`src/bert_pkg.sv`:
```
// constants and helpers shared by the bit error rate tester
// assumes a single 25 MHz core clock and an AHB-Lite register port
package bert_pkg;
  localparam int CLK_PERIOD_NS = 40;
  localparam int SEC_PERIOD_NS = 1000000000;
  localparam int SEC_CYCLES    = SEC_PERIOD_NS / CLK_PERIOD_NS;

  localparam logic [7:0] A_CTRL     = 8'h00;
  localparam logic [7:0] A_RESTART  = 8'h04;
  localparam logic [7:0] A_BER      = 8'h08;
  localparam logic [7:0] A_LOSS     = 8'h0C;
  localparam logic [7:0] A_ERRORS   = 8'h10;
  localparam logic [7:0] A_BITS_LO  = 8'h14;
  localparam logic [7:0] A_BITS_HI  = 8'h18;
  localparam logic [7:0] A_EFS      = 8'h1C;
  localparam logic [7:0] A_ERRSEC   = 8'h20;
  localparam logic [7:0] A_TOTSEC   = 8'h24;
  localparam logic [7:0] A_TX_PPM   = 8'h28;
  localparam logic [7:0] A_RX_PPM   = 8'h2C;
  localparam logic [7:0] A_NOM_RATE = 8'h30;
  localparam logic [7:0] A_STATUS   = 8'h34;
  localparam logic [7:0] A_IRQ_STAT = 8'h38;
  localparam logic [7:0] A_IRQ_MASK = 8'h3C;

  localparam int CTRL_TX_LSB  = 0;
  localparam int CTRL_RX_LSB  = 2;
  localparam int CTRL_DIR_BIT = 4;
  localparam int IRQ_LOSS     = 0;
  localparam int IRQ_LOCK     = 1;
  localparam int IRQ_ERRSEC   = 2;
  localparam int IRQ_RESULT   = 3;

  localparam logic [1:0] PAT_OFF  = 2'h0;
  localparam logic [1:0] PAT_2047 = 2'h1;
  localparam logic [1:0] PAT_23   = 2'h2;
  localparam logic [1:0] PAT_INJ  = 2'h3;
  localparam logic       DIR_SAT  = 1'b0;

  localparam int SHORT_TAP_A = 10;
  localparam int SHORT_TAP_B = 8;
  localparam int LONG_TAP_A  = 22;
  localparam int LONG_TAP_B  = 17;
  localparam logic [22:0] SEED = 23'h7FFFFF;

  localparam logic [5:0]  SYNC_MATCH    = 6'h20;
  localparam logic [5:0]  LOSS_WIN_LAST = 6'h3F;
  localparam logic [6:0]  LOSS_ERR      = 7'h10;
  localparam logic [63:0] PPM_SCALE     = 64'hF4240;
  localparam logic [63:0] EFS_SCALE     = 64'h2710;
  localparam logic [6:0]  DIV_STEPS     = 7'h40;

  function automatic logic prbs_fb(input logic [1:0] mode,
                                   input logic [22:0] sr);
    if (mode == PAT_2047)
      return sr[SHORT_TAP_A] ^ sr[SHORT_TAP_B];
    return sr[LONG_TAP_A] ^ sr[LONG_TAP_B];
  endfunction
endpackage

```
`src/bert_div_if.sv`:
```
// operand and result wires between the tester and its divider
// assumes start is a one-cycle pulse and operands hold during that cycle
`timescale 1ns/1ps
interface bert_div_if;
  logic        start;
  logic [63:0] num;
  logic [47:0] den;
  logic        done;
  logic [31:0] quo;
  modport ctl (output start, num, den, input done, quo);
  modport eng (input start, num, den, output done, quo);
endinterface

```
`src/bert_div.sv`:
```
// sequential unsigned divider, one quotient bit per clock
// assumes start only while idle; a quotient above 32 bits saturates
`timescale 1ns/1ps
module bert_div (
  input wire logic  clk_in,
  input wire logic  rst_in,
  bert_div_if.eng   dv
);
  typedef struct packed {
    logic        busy;
    logic [6:0]  cnt;
    logic [63:0] q;
    logic [48:0] rem;
    logic [47:0] den;
    logic        done;
    logic [31:0] quo;
  } bert_div_s;

  bert_div_s   r;
  bert_div_s   n;
  logic [48:0] sh;

  always_comb begin
    n = r;
    n.done = 1'b0;
    sh = {r.rem[47:0], r.q[63]};
    if (r.busy) begin
      if (sh >= {1'b0, r.den}) begin
        n.rem = sh - {1'b0, r.den};
        n.q = {r.q[62:0], 1'b1};
      end else begin
        n.rem = sh;
        n.q = {r.q[62:0], 1'b0};
      end
      n.cnt = r.cnt - 7'h1;
      if (r.cnt == 7'h1) begin
        n.busy = 1'b0;
        n.done = 1'b1;
        n.quo = (|n.q[63:32]) ? 32'hFFFFFFFF : n.q[31:0];
      end
    end else if (dv.start) begin
      n.busy = 1'b1;
      n.cnt = bert_pkg::DIV_STEPS;
      n.q = dv.num;
      n.rem = '0;
      n.den = dv.den;
    end
  end

  always_ff @(posedge clk_in or posedge rst_in) begin
    if (rst_in)
      r <= '0;
    else
      r <= n;
  end

  assign dv.done = r.done;
  assign dv.quo = r.quo;
endmodule

```
`src/bert_top.sv`:
```
// bit error rate tester: pattern generator, checker, clock monitors
// assumes bit clocks and data arrive from pins, foreign to core_clk_in
`timescale 1ns/1ps
module bert_top #(
  parameter int SEC_CYCLES = bert_pkg::SEC_CYCLES
) (
  input  wire logic        core_clk_in,
  input  wire logic        rst_in,
  input  wire logic        hsel_in,
  input  wire logic [7:0]  haddr_in,
  input  wire logic [1:0]  htrans_in,
  input  wire logic        hwrite_in,
  input  wire logic [2:0]  hsize_in,
  input  wire logic [31:0] hwdata_in,
  input  wire logic        hready_in,
  output logic      [31:0] hrdata_out,
  output logic             hreadyout_out,
  output logic             hresp_out,
  output logic             irq_out,
  input  wire logic        tx_bit_clk_in,
  input  wire logic        rx_bit_clk_in,
  input  wire logic        ter_send_data_in,
  input  wire logic        sat_rx_data_in,
  output logic             mod_data_out,
  output logic             ter_rcv_data_out
);
  typedef enum logic [4:0] {
    S_IDLE = 5'h01,
    S_BER  = 5'h02,
    S_EFS  = 5'h04,
    S_PTX  = 5'h08,
    S_PRX  = 5'h10
  } bert_job_e;
  typedef struct packed {
    logic [1:0]  txc_s, rxc_s, tsd_s, rsd_s;
    logic        txc_p, rxc_p, dir, inj, gbit, synced, err_in_sec;
    logic [1:0]  tx_mode, rx_mode;
    logic [31:0] nom, errors, errsec, totsec, sec_cnt;
    logic [22:0] gen_sr, chk_sr;
    logic [5:0]  match, win_cnt;
    logic [6:0]  win_err;
    logic [15:0] losses;
    logic [47:0] bits;
    logic [31:0] tx_edges, rx_edges, tx_last, rx_last;
    logic [31:0] ber, error_free_seconds_pct, tx_ppm, rx_ppm;
    bert_job_e   st;
    logic        dstart, irq, ap, a_wr, hready, mod_data, ter_data;
    logic [3:0]  irq_st, irq_mask;
    logic [7:0]  a_addr;
    logic [31:0] hrdata;
  } bert_state_s;
  bert_state_s r, n;
  logic        tx_edge, rx_edge, gen_edge, chk_edge, chk_bit, exp_bit;
  logic        fb, mis, tick, restart_w, inj_w;
  logic [3:0]  ev;
  logic [31:0] rd, ppm_meas;
  bert_div_if dv ();
  bert_div u_div (
    .clk_in (core_clk_in),
    .rst_in (rst_in),
    .dv     (dv.eng)
  );
  function automatic logic [31:0] absdiff(input logic [31:0] a,
                                          input logic [31:0] b);
    return (a >= b) ? a - b : b - a;
  endfunction
  // quotient is a magnitude; sign follows the side of nominal
  function automatic logic [31:0] ppm_val(input logic [31:0] q,
                                          input logic [31:0] meas,
                                          input logic [31:0] nom);
    logic [31:0] m;
    m = q[31] ? 32'h7FFFFFFF : q;
    if (nom == 32'h0)
      return 32'h0;
    return (meas >= nom) ? m : 32'h0 - m;
  endfunction
  // operands are read straight from state; the divider latches them
  assign ppm_meas = (r.st == S_PTX) ? r.tx_last : r.rx_last;
  assign dv.start = r.dstart;
  assign dv.num = (r.st == S_BER) ? {r.errors, 32'h0} :
                  (r.st == S_EFS) ?
                    64'(r.totsec - r.errsec) * bert_pkg::EFS_SCALE :
                    64'(absdiff(ppm_meas, r.nom)) * bert_pkg::PPM_SCALE;
  assign dv.den = (r.st == S_BER) ? r.bits :
                  (r.st == S_EFS) ? {16'h0, r.totsec} : {16'h0, r.nom};
  always_comb begin
    n = r;
    n.dstart = 1'b0;
    restart_w = 1'b0;
    inj_w = r.inj;
    ev = 4'h0;
    mis = 1'b0;
    exp_bit = 1'b0;
    fb = 1'b0;
    // two flops on every pin before anything looks at it
    n.txc_s = {r.txc_s[0], tx_bit_clk_in};
    n.rxc_s = {r.rxc_s[0], rx_bit_clk_in};
    n.tsd_s = {r.tsd_s[0], ter_send_data_in};
    n.rsd_s = {r.rsd_s[0], sat_rx_data_in};
    n.txc_p = r.txc_s[1];
    n.rxc_p = r.rxc_s[1];
    tx_edge = r.txc_s[1] & ~r.txc_p;
    rx_edge = r.rxc_s[1] & ~r.rxc_p;
    gen_edge = (r.dir == bert_pkg::DIR_SAT) ? tx_edge : rx_edge;
    chk_edge = (r.dir == bert_pkg::DIR_SAT) ? rx_edge : tx_edge;
    chk_bit = (r.dir == bert_pkg::DIR_SAT) ? r.rsd_s[1] : r.tsd_s[1];
    tick = (r.sec_cnt == 32'(SEC_CYCLES - 1));
    n.sec_cnt = tick ? 32'h0 : r.sec_cnt + 32'h1;

    case (r.a_addr)
      bert_pkg::A_CTRL:     rd = {27'h0, r.dir, r.rx_mode, r.tx_mode};
      bert_pkg::A_BER:      rd = r.ber;
      bert_pkg::A_LOSS:     rd = {16'h0, r.losses};
      bert_pkg::A_ERRORS:   rd = r.errors;
      bert_pkg::A_BITS_LO:  rd = r.bits[31:0];
      bert_pkg::A_BITS_HI:  rd = {16'h0, r.bits[47:32]};
      bert_pkg::A_EFS:      rd = r.error_free_seconds_pct;
      bert_pkg::A_ERRSEC:   rd = r.errsec;
      bert_pkg::A_TOTSEC:   rd = r.totsec;
      bert_pkg::A_TX_PPM:   rd = r.tx_ppm;
      bert_pkg::A_RX_PPM:   rd = r.rx_ppm;
      bert_pkg::A_NOM_RATE: rd = r.nom;
      bert_pkg::A_STATUS:   rd = {30'h0, r.inj, r.synced};
      bert_pkg::A_IRQ_STAT: rd = {28'h0, r.irq_st};
      bert_pkg::A_IRQ_MASK: rd = {28'h0, r.irq_mask};
      default:              rd = 32'h0;
    endcase

    // one wait state so that read data leaves a flop
    if (r.ap) begin
      n.ap = 1'b0;
      n.hready = 1'b1;
      if (!r.a_wr)
        n.hrdata = rd;
      else begin
        case (r.a_addr)
          bert_pkg::A_CTRL: begin
            if (hwdata_in[bert_pkg::CTRL_TX_LSB +: 2] == bert_pkg::PAT_INJ)
              inj_w = r.inj | (r.tx_mode != bert_pkg::PAT_OFF);
            else
              n.tx_mode = hwdata_in[bert_pkg::CTRL_TX_LSB +: 2];
            n.rx_mode = hwdata_in[bert_pkg::CTRL_RX_LSB +: 2];
            if (n.rx_mode == bert_pkg::PAT_INJ)
              n.rx_mode = bert_pkg::PAT_OFF;
            n.dir = hwdata_in[bert_pkg::CTRL_DIR_BIT];
            restart_w = (n.rx_mode != r.rx_mode);
          end
          bert_pkg::A_RESTART:  restart_w = hwdata_in[0];
          bert_pkg::A_NOM_RATE: n.nom = hwdata_in;
          bert_pkg::A_IRQ_STAT: n.irq_st = r.irq_st & ~hwdata_in[3:0];
          bert_pkg::A_IRQ_MASK: n.irq_mask = hwdata_in[3:0];
          default: ;
        endcase
      end
    end
    if (hsel_in && htrans_in[1] && hready_in) begin
      n.ap = 1'b1;
      n.hready = 1'b0;
      n.a_wr = hwrite_in;
      n.a_addr = haddr_in;
    end

    // totals cleared first so that a same-cycle event still counts
    if (restart_w) begin
      n.errors = 32'h0;
      n.losses = 16'h0;
      n.bits = 48'h0;
      n.errsec = 32'h0;
      n.totsec = 32'h0;
      n.err_in_sec = 1'b0;
      n.ber = 32'h0;
      n.error_free_seconds_pct = 32'h0;
    end

    // generator; an injected error flips one bit, pattern runs on clean
    if (r.tx_mode != bert_pkg::PAT_OFF && gen_edge) begin
      fb = bert_pkg::prbs_fb(r.tx_mode, r.gen_sr);
      n.gbit = fb ^ r.inj;
      // a request landing on this very edge merges into the one used up
      if (r.inj)
        inj_w = 1'b0;
      n.gen_sr = {r.gen_sr[21:0], fb};
      // only a dead register reseeds; 11 zeros are legal in the long one
      if ((r.tx_mode == bert_pkg::PAT_2047) ? (r.gen_sr[10:0] == 11'h0) :
          (r.gen_sr == 23'h0))
        n.gen_sr = bert_pkg::SEED;
    end
    n.inj = (n.tx_mode == bert_pkg::PAT_OFF) ? 1'b0 : inj_w;

    // checker: free load until sync, then flywheel on its own pattern
    // a new select drops sync: the old history predicts the wrong pattern
    if (r.rx_mode == bert_pkg::PAT_OFF || n.rx_mode != r.rx_mode) begin
      n.synced = 1'b0;
      n.match = 6'h0;
    end else if (chk_edge) begin
      exp_bit = bert_pkg::prbs_fb(r.rx_mode, r.chk_sr);
      if (!r.synced) begin
        n.chk_sr = {r.chk_sr[21:0], chk_bit};
        if ((exp_bit ^ chk_bit) || r.chk_sr[10:0] == 11'h0)
          n.match = 6'h0;
        else if (r.match == bert_pkg::SYNC_MATCH - 6'h1) begin
          n.synced = 1'b1;
          n.match = 6'h0;
          n.win_cnt = 6'h0;
          n.win_err = 7'h0;
          ev[bert_pkg::IRQ_LOCK] = 1'b1;
        end else
          n.match = r.match + 6'h1;
      end else begin
        mis = exp_bit ^ chk_bit;
        n.chk_sr = {r.chk_sr[21:0], exp_bit};
        if (!(&n.bits))
          n.bits = n.bits + 48'h1;
        if (mis) begin
          if (!(&n.errors))
            n.errors = n.errors + 32'h1;
          n.err_in_sec = 1'b1;
        end
        n.win_err = r.win_err + {6'h0, mis};
        n.win_cnt = r.win_cnt + 6'h1;
        if (r.win_cnt == bert_pkg::LOSS_WIN_LAST) begin
          n.win_cnt = 6'h0;
          n.win_err = 7'h0;
          if (r.win_err + {6'h0, mis} >= bert_pkg::LOSS_ERR) begin
            n.synced = 1'b0;
            ev[bert_pkg::IRQ_LOSS] = 1'b1;
            if (!(&n.losses))
              n.losses = n.losses + 16'h1;
          end
        end
      end
    end

    // clock edges per second against the core clock
    if (tick) begin
      n.tx_last = r.tx_edges;
      n.rx_last = r.rx_edges;
      n.tx_edges = {31'h0, tx_edge};
      n.rx_edges = {31'h0, rx_edge};
      if (r.rx_mode != bert_pkg::PAT_OFF) begin
        if (!(&n.totsec))
          n.totsec = n.totsec + 32'h1;
        if (n.err_in_sec) begin
          if (!(&n.errsec))
            n.errsec = n.errsec + 32'h1;
          ev[bert_pkg::IRQ_ERRSEC] = 1'b1;
        end
        n.err_in_sec = 1'b0;
      end
      if (r.st == S_IDLE) begin
        n.st = S_BER;
        n.dstart = 1'b1;
      end
    end else begin
      if (tx_edge && !(&r.tx_edges))
        n.tx_edges = r.tx_edges + 32'h1;
      if (rx_edge && !(&r.rx_edges))
        n.rx_edges = r.rx_edges + 32'h1;
    end

    // results once a second, one division after another
    case (r.st)
      S_IDLE: ;
      S_BER: if (dv.done) begin
        n.ber = (r.bits == 48'h0) ? 32'h0 : dv.quo;
        n.st = S_EFS;
        n.dstart = 1'b1;
      end
      S_EFS: if (dv.done) begin
        n.error_free_seconds_pct = (r.totsec == 32'h0) ? 32'h0 : dv.quo;
        n.st = S_PTX;
        n.dstart = 1'b1;
      end
      S_PTX: if (dv.done) begin
        n.tx_ppm = ppm_val(dv.quo, r.tx_last, r.nom);
        n.st = S_PRX;
        n.dstart = 1'b1;
      end
      S_PRX: if (dv.done) begin
        n.rx_ppm = ppm_val(dv.quo, r.rx_last, r.nom);
        n.st = S_IDLE;
        ev[bert_pkg::IRQ_RESULT] = 1'b1;
      end
      default: n.st = S_IDLE;
    endcase

    // set wins over a same-cycle write-one clear
    n.irq_st = n.irq_st | ev;
    n.irq = |(n.irq_st & n.irq_mask);
    n.mod_data = (r.tx_mode != bert_pkg::PAT_OFF &&
                  r.dir == bert_pkg::DIR_SAT) ? r.gbit : r.tsd_s[1];
    n.ter_data = (r.tx_mode != bert_pkg::PAT_OFF &&
                  r.dir != bert_pkg::DIR_SAT) ? r.gbit : r.rsd_s[1];
  end

  always_ff @(posedge core_clk_in or posedge rst_in) begin
    if (rst_in) begin
      r <= '0;
      r.gen_sr <= bert_pkg::SEED;
      r.st <= S_IDLE;
      r.hready <= 1'b1;
    end else
      r <= n;
  end

  assign hrdata_out = r.hrdata;
  assign hreadyout_out = r.hready;
  assign hresp_out = 1'b0;
  assign irq_out = r.irq;
  assign mod_data_out = r.mod_data;
  assign ter_rcv_data_out = r.ter_data;
endmodule

```
`config.mk`:
```
export PLATFORM = sky130hd
export DESIGN_NAME = bert_top
export DESIGN_NICKNAME = d
export VERILOG_FILES = /design/src/bert_pkg.sv /design/src/bert_div_if.sv /design/src/bert_div.sv /design/src/bert_top.sv
export SDC_FILE = /design/constraint.sdc
export NUM_CORES = 2
export LEC_CHECK = 0
export BUFFER_PORTS_ARGS = -buffer_cell sky130_fd_sc_hd__buf_2
export CORE_UTILIZATION = 60
export CTS_BUF_LIST = sky130_fd_sc_hd__clkbuf_4 sky130_fd_sc_hd__clkbuf_8 sky130_fd_sc_hd__clkbuf_16
export CTS_CLUSTER_SIZE = 16
export DETAILED_ROUTE_END_ITERATION = 10
export PLACE_DENSITY_LB_ADDON = 0.15
export SLEW_MARGIN = 20
export SYNTH_ARGS = -nofsm -noshare
export SYNTH_HDL_FRONTEND = slang
export SYNTH_SLANG_ARGS = --single-unit
```
`constraint.sdc`:
```
create_clock -name core_clk_in -period 34 [get_ports core_clk_in]
set_clock_uncertainty 0.2 [all_clocks]
set_input_delay 5.1 -clock core_clk_in [delete_from_list [all_inputs] [get_ports core_clk_in]]
set_output_delay 5.1 -clock core_clk_in [all_outputs]
set_load 0.03 [all_outputs]
```
-- After elaboration in Yosys (flattened, before gate mapping)
Cells that the tools add are included.
- flip-flop bits (word level): 825
- bits of input ports: 54
- output and inout port bits: 37
- word-level logic and storage cells: 313
- $add $sub $neg: 17
- multipliers: 2
- magnitude comparators: 5
- equal/unequal tests: 32
- mux-type cells: 139
- bitwise logic cells: 19
- reduce and logical (&&, ||, !) cells: 47
- operators with widths (kind ; count):
    32-bit 2-to-1 mux ; 27
    64-bit 2-to-1 mux ; 9
    32-bit case mux with 15 select lines ; 1
    32-bit by 1-bit adder with 32-bit output (second input constant) ; 6
    169-bit 2-to-1 mux ; 1
    32-bit AND reduction ; 5
    121-bit 2-to-1 mux ; 1
    113-bit 2-to-1 mux ; 1
    32-bit >= comparator ; 3
    48-bit 2-to-1 mux ; 2
    96-bit 2-to-1 mux ; 1
    83-bit 2-to-1 mux ; 1
    36-bit 2-to-1 mux ; 2
    33-bit 2-to-1 mux ; 2
    8-bit by 6-bit == test with 1-bit output (second input constant) ; 8
    32-bit zero test ; 2
    64-bit by 10-bit multiplier with 60-bit output (second input constant) ; 1
    32-bit subtractor ; 2
    1-bit 2-to-1 mux ; 55
    6-bit 2-to-1 mux ; 9
    50-bit 2-to-1 mux ; 1
    49-bit by 48-bit >= comparator with 1-bit output ; 1
    49-bit by 48-bit subtractor with 49-bit output ; 1
    48-bit by 1-bit adder with 48-bit output (second input constant) ; 1
    61 further kinds ; 118

-- Depth between registers and ports, before layout
- depth after elaboration: 28
- depth in mapped cells: 47
- gate-level depth less buffers: 41

-- By module
A second synthesis with hierarchy kept.
- cell total of the unflattened synthesis: 7127
- area, all modules: 63010.4 µm²
- modules (own cells, without submodules) (module ; instances ; cells an instance ; area each (µm²) ; seq. area each (µm²)):
    bert_top ; 1 ; 5833 ; 51279.2 ; 15646.3
    bert_div ; 1 ; 1294 ; 11731.3 ; 5029.8

-- Least setup slack after synthesis
No wires, ideal clock.
- kind: register to register
- start point: register r[55] (netlist name)
- end point: register u_div.r[179] (netlist name)
- setup time: 83 ps
- arrival: 9945 ps
- data required time: 33717 ps
- slack: 23772 ps
- cell stages (with the launch flop): 43
- path buffers: 7
- clock period less this slack: 10228 ps
- cells stage by stage: dfstp_2 > clkbuf_1 > nor2_1 > nand3_1 > clkbuf_1 > mux2_2 > ha_1 > buf_2 > and2_1 > a221oi_2 > o221ai_1 > and3_1 > a21o_1 > o32ai_4 > buf_6 > buf_2 > buf_2 > buf_2 > [7 not listed] > inv_1 > fa_1 > inv_1 > ha_1 > inv_1 > fa_1 > inv_1 > ha_1 > a21o_1 > a31oi_1 > a21boi_0 > nor2_1 > nand2_1 > nand4_1 > o2bb2ai_1 > mux2i_1 > or4_1 > o21ai_0
- longest elaborated chain between the ends: 9
- elaborated cells between the ends (all ways): 13
- classes of those cells: 2 x add/sub; 1 x mul; 1 x order compare; 3 x eq/ne; 6 x mux
- RTL lines (item ; line ; RTL):
    start, declared ; bert_top.sv:52 ; bert_state_s r, n;
    start signal, assigned ; bert_top.sv:303 ; r <= n;
    5-bit by 4-bit == test with 1-bit output ; - ;
    32-bit 2-to-1 mux ; bert_top.sv:78 ; assign ppm_meas = (r.st == S_PTX) ? r.tx_last : r.rx_last;
    32-bit subtractor / 32-bit >= comparator (equally long branches) ; bert_top.sv:65 ; return (a >= b) ? a - b : b - a;
    32-bit 2-to-1 mux ; bert_top.sv:65 ;
    32-bit by 14-bit multiplier with 46-bit output ; bert_top.sv:83 ; 64'(absdiff(ppm_meas, r.nom)) * bert_pkg::PPM_SCALE;
    64-bit 2-to-1 mux ; bert_top.sv:81 ; (r.st == S_EFS) ?
    64-bit 2-to-1 mux * ; bert_top.sv:80 ; assign dv.num = (r.st == S_BER) ? {r.errors, 32'h0} :
    169-bit 2-to-1 mux * ; bert_div.sv:41 ; end else if (dv.start) begin
    121-bit 2-to-1 mux * ; bert_div.sv:27 ; if (r.busy) begin
    end signal, assigned ; bert_div.sv:54 ; r <= n;
    end, declared ; bert_div.sv:19 ; bert_div_s r;
Mark *: on every way between the ends. The rest lies on a longest branch, timed or not. The select of a mux whose other input is x is not followed.
A chain may end at the register's enable or synchronous reset.

-- Final worst setup path
Ends and elaborated chain as after synthesis.

==> results.cfg <==
[logic_synthesis]
synth_top_cell_by_area = dfrtp_1
ys_seq_elements = 825
postSynthCellCount = 6866
yosysWarnings = 0
syn_area_per_cell_sq_um = 9.041
syn-cell-area_sq_um = 62070
ys_seq_area_share_pct = 33.31
synthArstFlopShare_pct = 100.0
synth_edf_count = 0
ys_types = 104
yosys_most_used_dff = dfrtp_1
synth_area_leaders = dfrtp_1 (32%), ha_1 (9.8%), fa_1 (7.0%)
synth_top_cell_area_share_pct = 32.25

[clocking]
cts_buffers = 91
htree_levels = 3
cts_root_buf = clkbuf_16
cts_setup_buffers = 0
cts-resized-gates = 0
clock_latency_ns = 0.71
cts_tree = done
cts_hold_buf = 0
clockBufferDepth = 3
clkTransAtPathRegs_ns = 0.06
clkSinkCount = 825

[drt]
ant_nets = 0
wl_microns = 198500
num_vias = 52150
dr.pass1.iters = 6
via_per_inst = 6.360
drt-initial-drc-count = 4962
wl_per_cell_microns = 24.20
drc = 0

[placement]
portBuffers = 85
place_congestion = 0.9921
dp.final_hpwl_microns = 147000
post_dp_cell_area_sq_um = 63400
post-place-ws_ns = 22.39

[timing]
hold_violations = 0
finalSetupTns_ns = 0
period_share_pct = 34.43
fin_ws_ns = 22.29
maxSlewHeadroom_pct = 21.21
worst_pin_slew_ns = 1.175
rsz0062_at_grt = false
setup_viol = 0
drv_slew = 0
max_freq_mhz = 85.41
period_needed_ns = 11.71

[global_routing]
grt_pass1_wl_microns = 302100
grt_pass1_vias = 50010
use_met3_pct = 8.866
antenna_found_initial = 7
grt_max_degree = 180
met1_usage_pct = 47.92
met2_usage_pct = 58.23
grt_use_total_pct = 38.03
busiest_layer = met2
overflow = 0

[die]
placementRows = 117
die_area_sq_um = 104700
chipWidth_microns = 323.6
core_sq_um = 102200
start_util_pct = 60.75
io_pins = 91
die_h_microns = 323.6

[worst_setup_path]
critPathKind = flop to flop
setup.worst_path.end_class = flop
start_kind = flop
crit_arrival_ns = 12.11
critical_path.max_fanout = 49
max_stage_delay_ns = 0.66
cp.required_ns = 34.41
cpMaxStageDelayCell = dfstp_2

[final_layout]
mostFrequentLayoutCell = dfrtp_1
layout_common_cells = dfrtp_1 (798), inv_1 (730), nand2_1 (548), nor2_1 (508), ha_1 (484)
final_cell_area_sq_um = 66640
synthToLayoutAreaGrowth_pct = 7.349
post-route-util_pct = 65.21
nFillCells = 8503
drive_above_1_share_pct = 7.966
nets = 7514

[power]
power_frac_clock_pct = 16.5
peakVddDrop_mv = 0.1330
p_int_mw = 3.469
leakage_nw = 32.25
p_switching_mw = 3.020
p_sw_share_pct = 46.54
powerDensity_nw_per_um2 = 97.38
pwr-share-seq_pct = 16.6
p_comb_share_pct = 67.0

[job]
drv_cap = 0

[hold_path]
hold_path.class = flop to flop

[outcome]
outcome = finished clean
-- cell usage after synthesis, drive strengths merged (60+ instances only) --
library cell and number:
fa 218, nor2 525, nand2 550, clkbuf 267, o21ai 365, mux2 121, xnor2 226, inv 733
a22oi 60, dfrtp 800, xor2 263, nand3 178, nand4 124, a21oi 373, nand2b 71, nor4 69
and3 103, a22o 159, a21o 138, buf 89, ha 484, a211oi 67, nor3 82, o31ai 88
-- power by group through the flow --
stage          Clock [mW]  Combinational (mW)  Sequential [mW]
2_1_floorplan           0                3.44             1.07
3_3_place_gp            0                4.22             1.09
3_5_place_dp            0                4.27             1.09
4_1_cts              1.08                4.31             1.07
5_1_grt              1.11                4.95             1.08
6_report             1.07                4.35             1.08
-- worst max-delay path, delay by kind of cell (launching register included) --
family / cells / cell delay [ns]
xor+xnor: 1 / 0.64
simple gates: 9 / 1.62
compound gates: 8 / 2.35
flops: 1 / 0.66
mux: 3 / 0.98
buf+inv: 7 / 1.47
fa+ha+maj: 8 / 3.66
-- worst paths after layout --
kind,slack [ns],from,to,depth (start not counted)
min in group asynchronous,4.37,rst_in,r[280],2
max in group asynchronous,26.84,rst_in,r[146],4
max,22.29,r[55],u_div.r[179],36
min reg2reg,0.14,n[619],r[619],0
min,0.14,n[619],r[619],0
max reg2reg,22.29,r[55],u_div.r[179],36
-- registers in the layout (all words and copies together), names as in the netlist --
name,cells
ter_rcv_data_out,1
n,6
irq_out,1
u_div.dv.quo,32
u_div.r,168
r,581
hreadyout_out,1
dv.start,1
hrdata_out,32
u_div.dv.done,1
mod_data_out,1
-- metrics by stage --
step,total power [mW],std cells,hold slack [ns]
floorplan,4.508,6867,0.1312
global placement,5.309,8032,0.1325
detailed placement,5.358,8032,0.1347
CTS,6.457,8196,0.1472
global route,7.143,8197,0.1568
finish,6.489,8199,0.1402
-- layout make-up --
class	instances	area [sq um]	share of cell area [%]
clock buffers	129	2699	4.050
diodes	2	5.005	0.007511
inverters	734	2763	4.146
clock inverters	35	515.5	0.7736
well taps	1368	1712	2.569
multi-input cells	4952	37260	55.92
flip-flops and latches	825	20680	31.04
repair buffers	154	997.2	1.497
-- kinds of logic after synthesis --
kind of cell	count (synthesis)	share of synthesized area, %
AOI/OAI and AO/OA	1649	18.03
xor gates and xnor gates	489	6.960
adders and majority gates	712	16.95
buffers and inverters	1090	6.898
DFF	825	33.31
muxes	152	2.695
other	1	0.006041
and+or+nand+nor	1948	15.16
-- routing by layer --
layer	vias to the layer above	wire length (microns)
met5	-	50
met4	8	16670
met3	696	17870
met2	2222	86640
met1	25520	77230
li1	23700	-
Power figures use the tool's default switching activity.
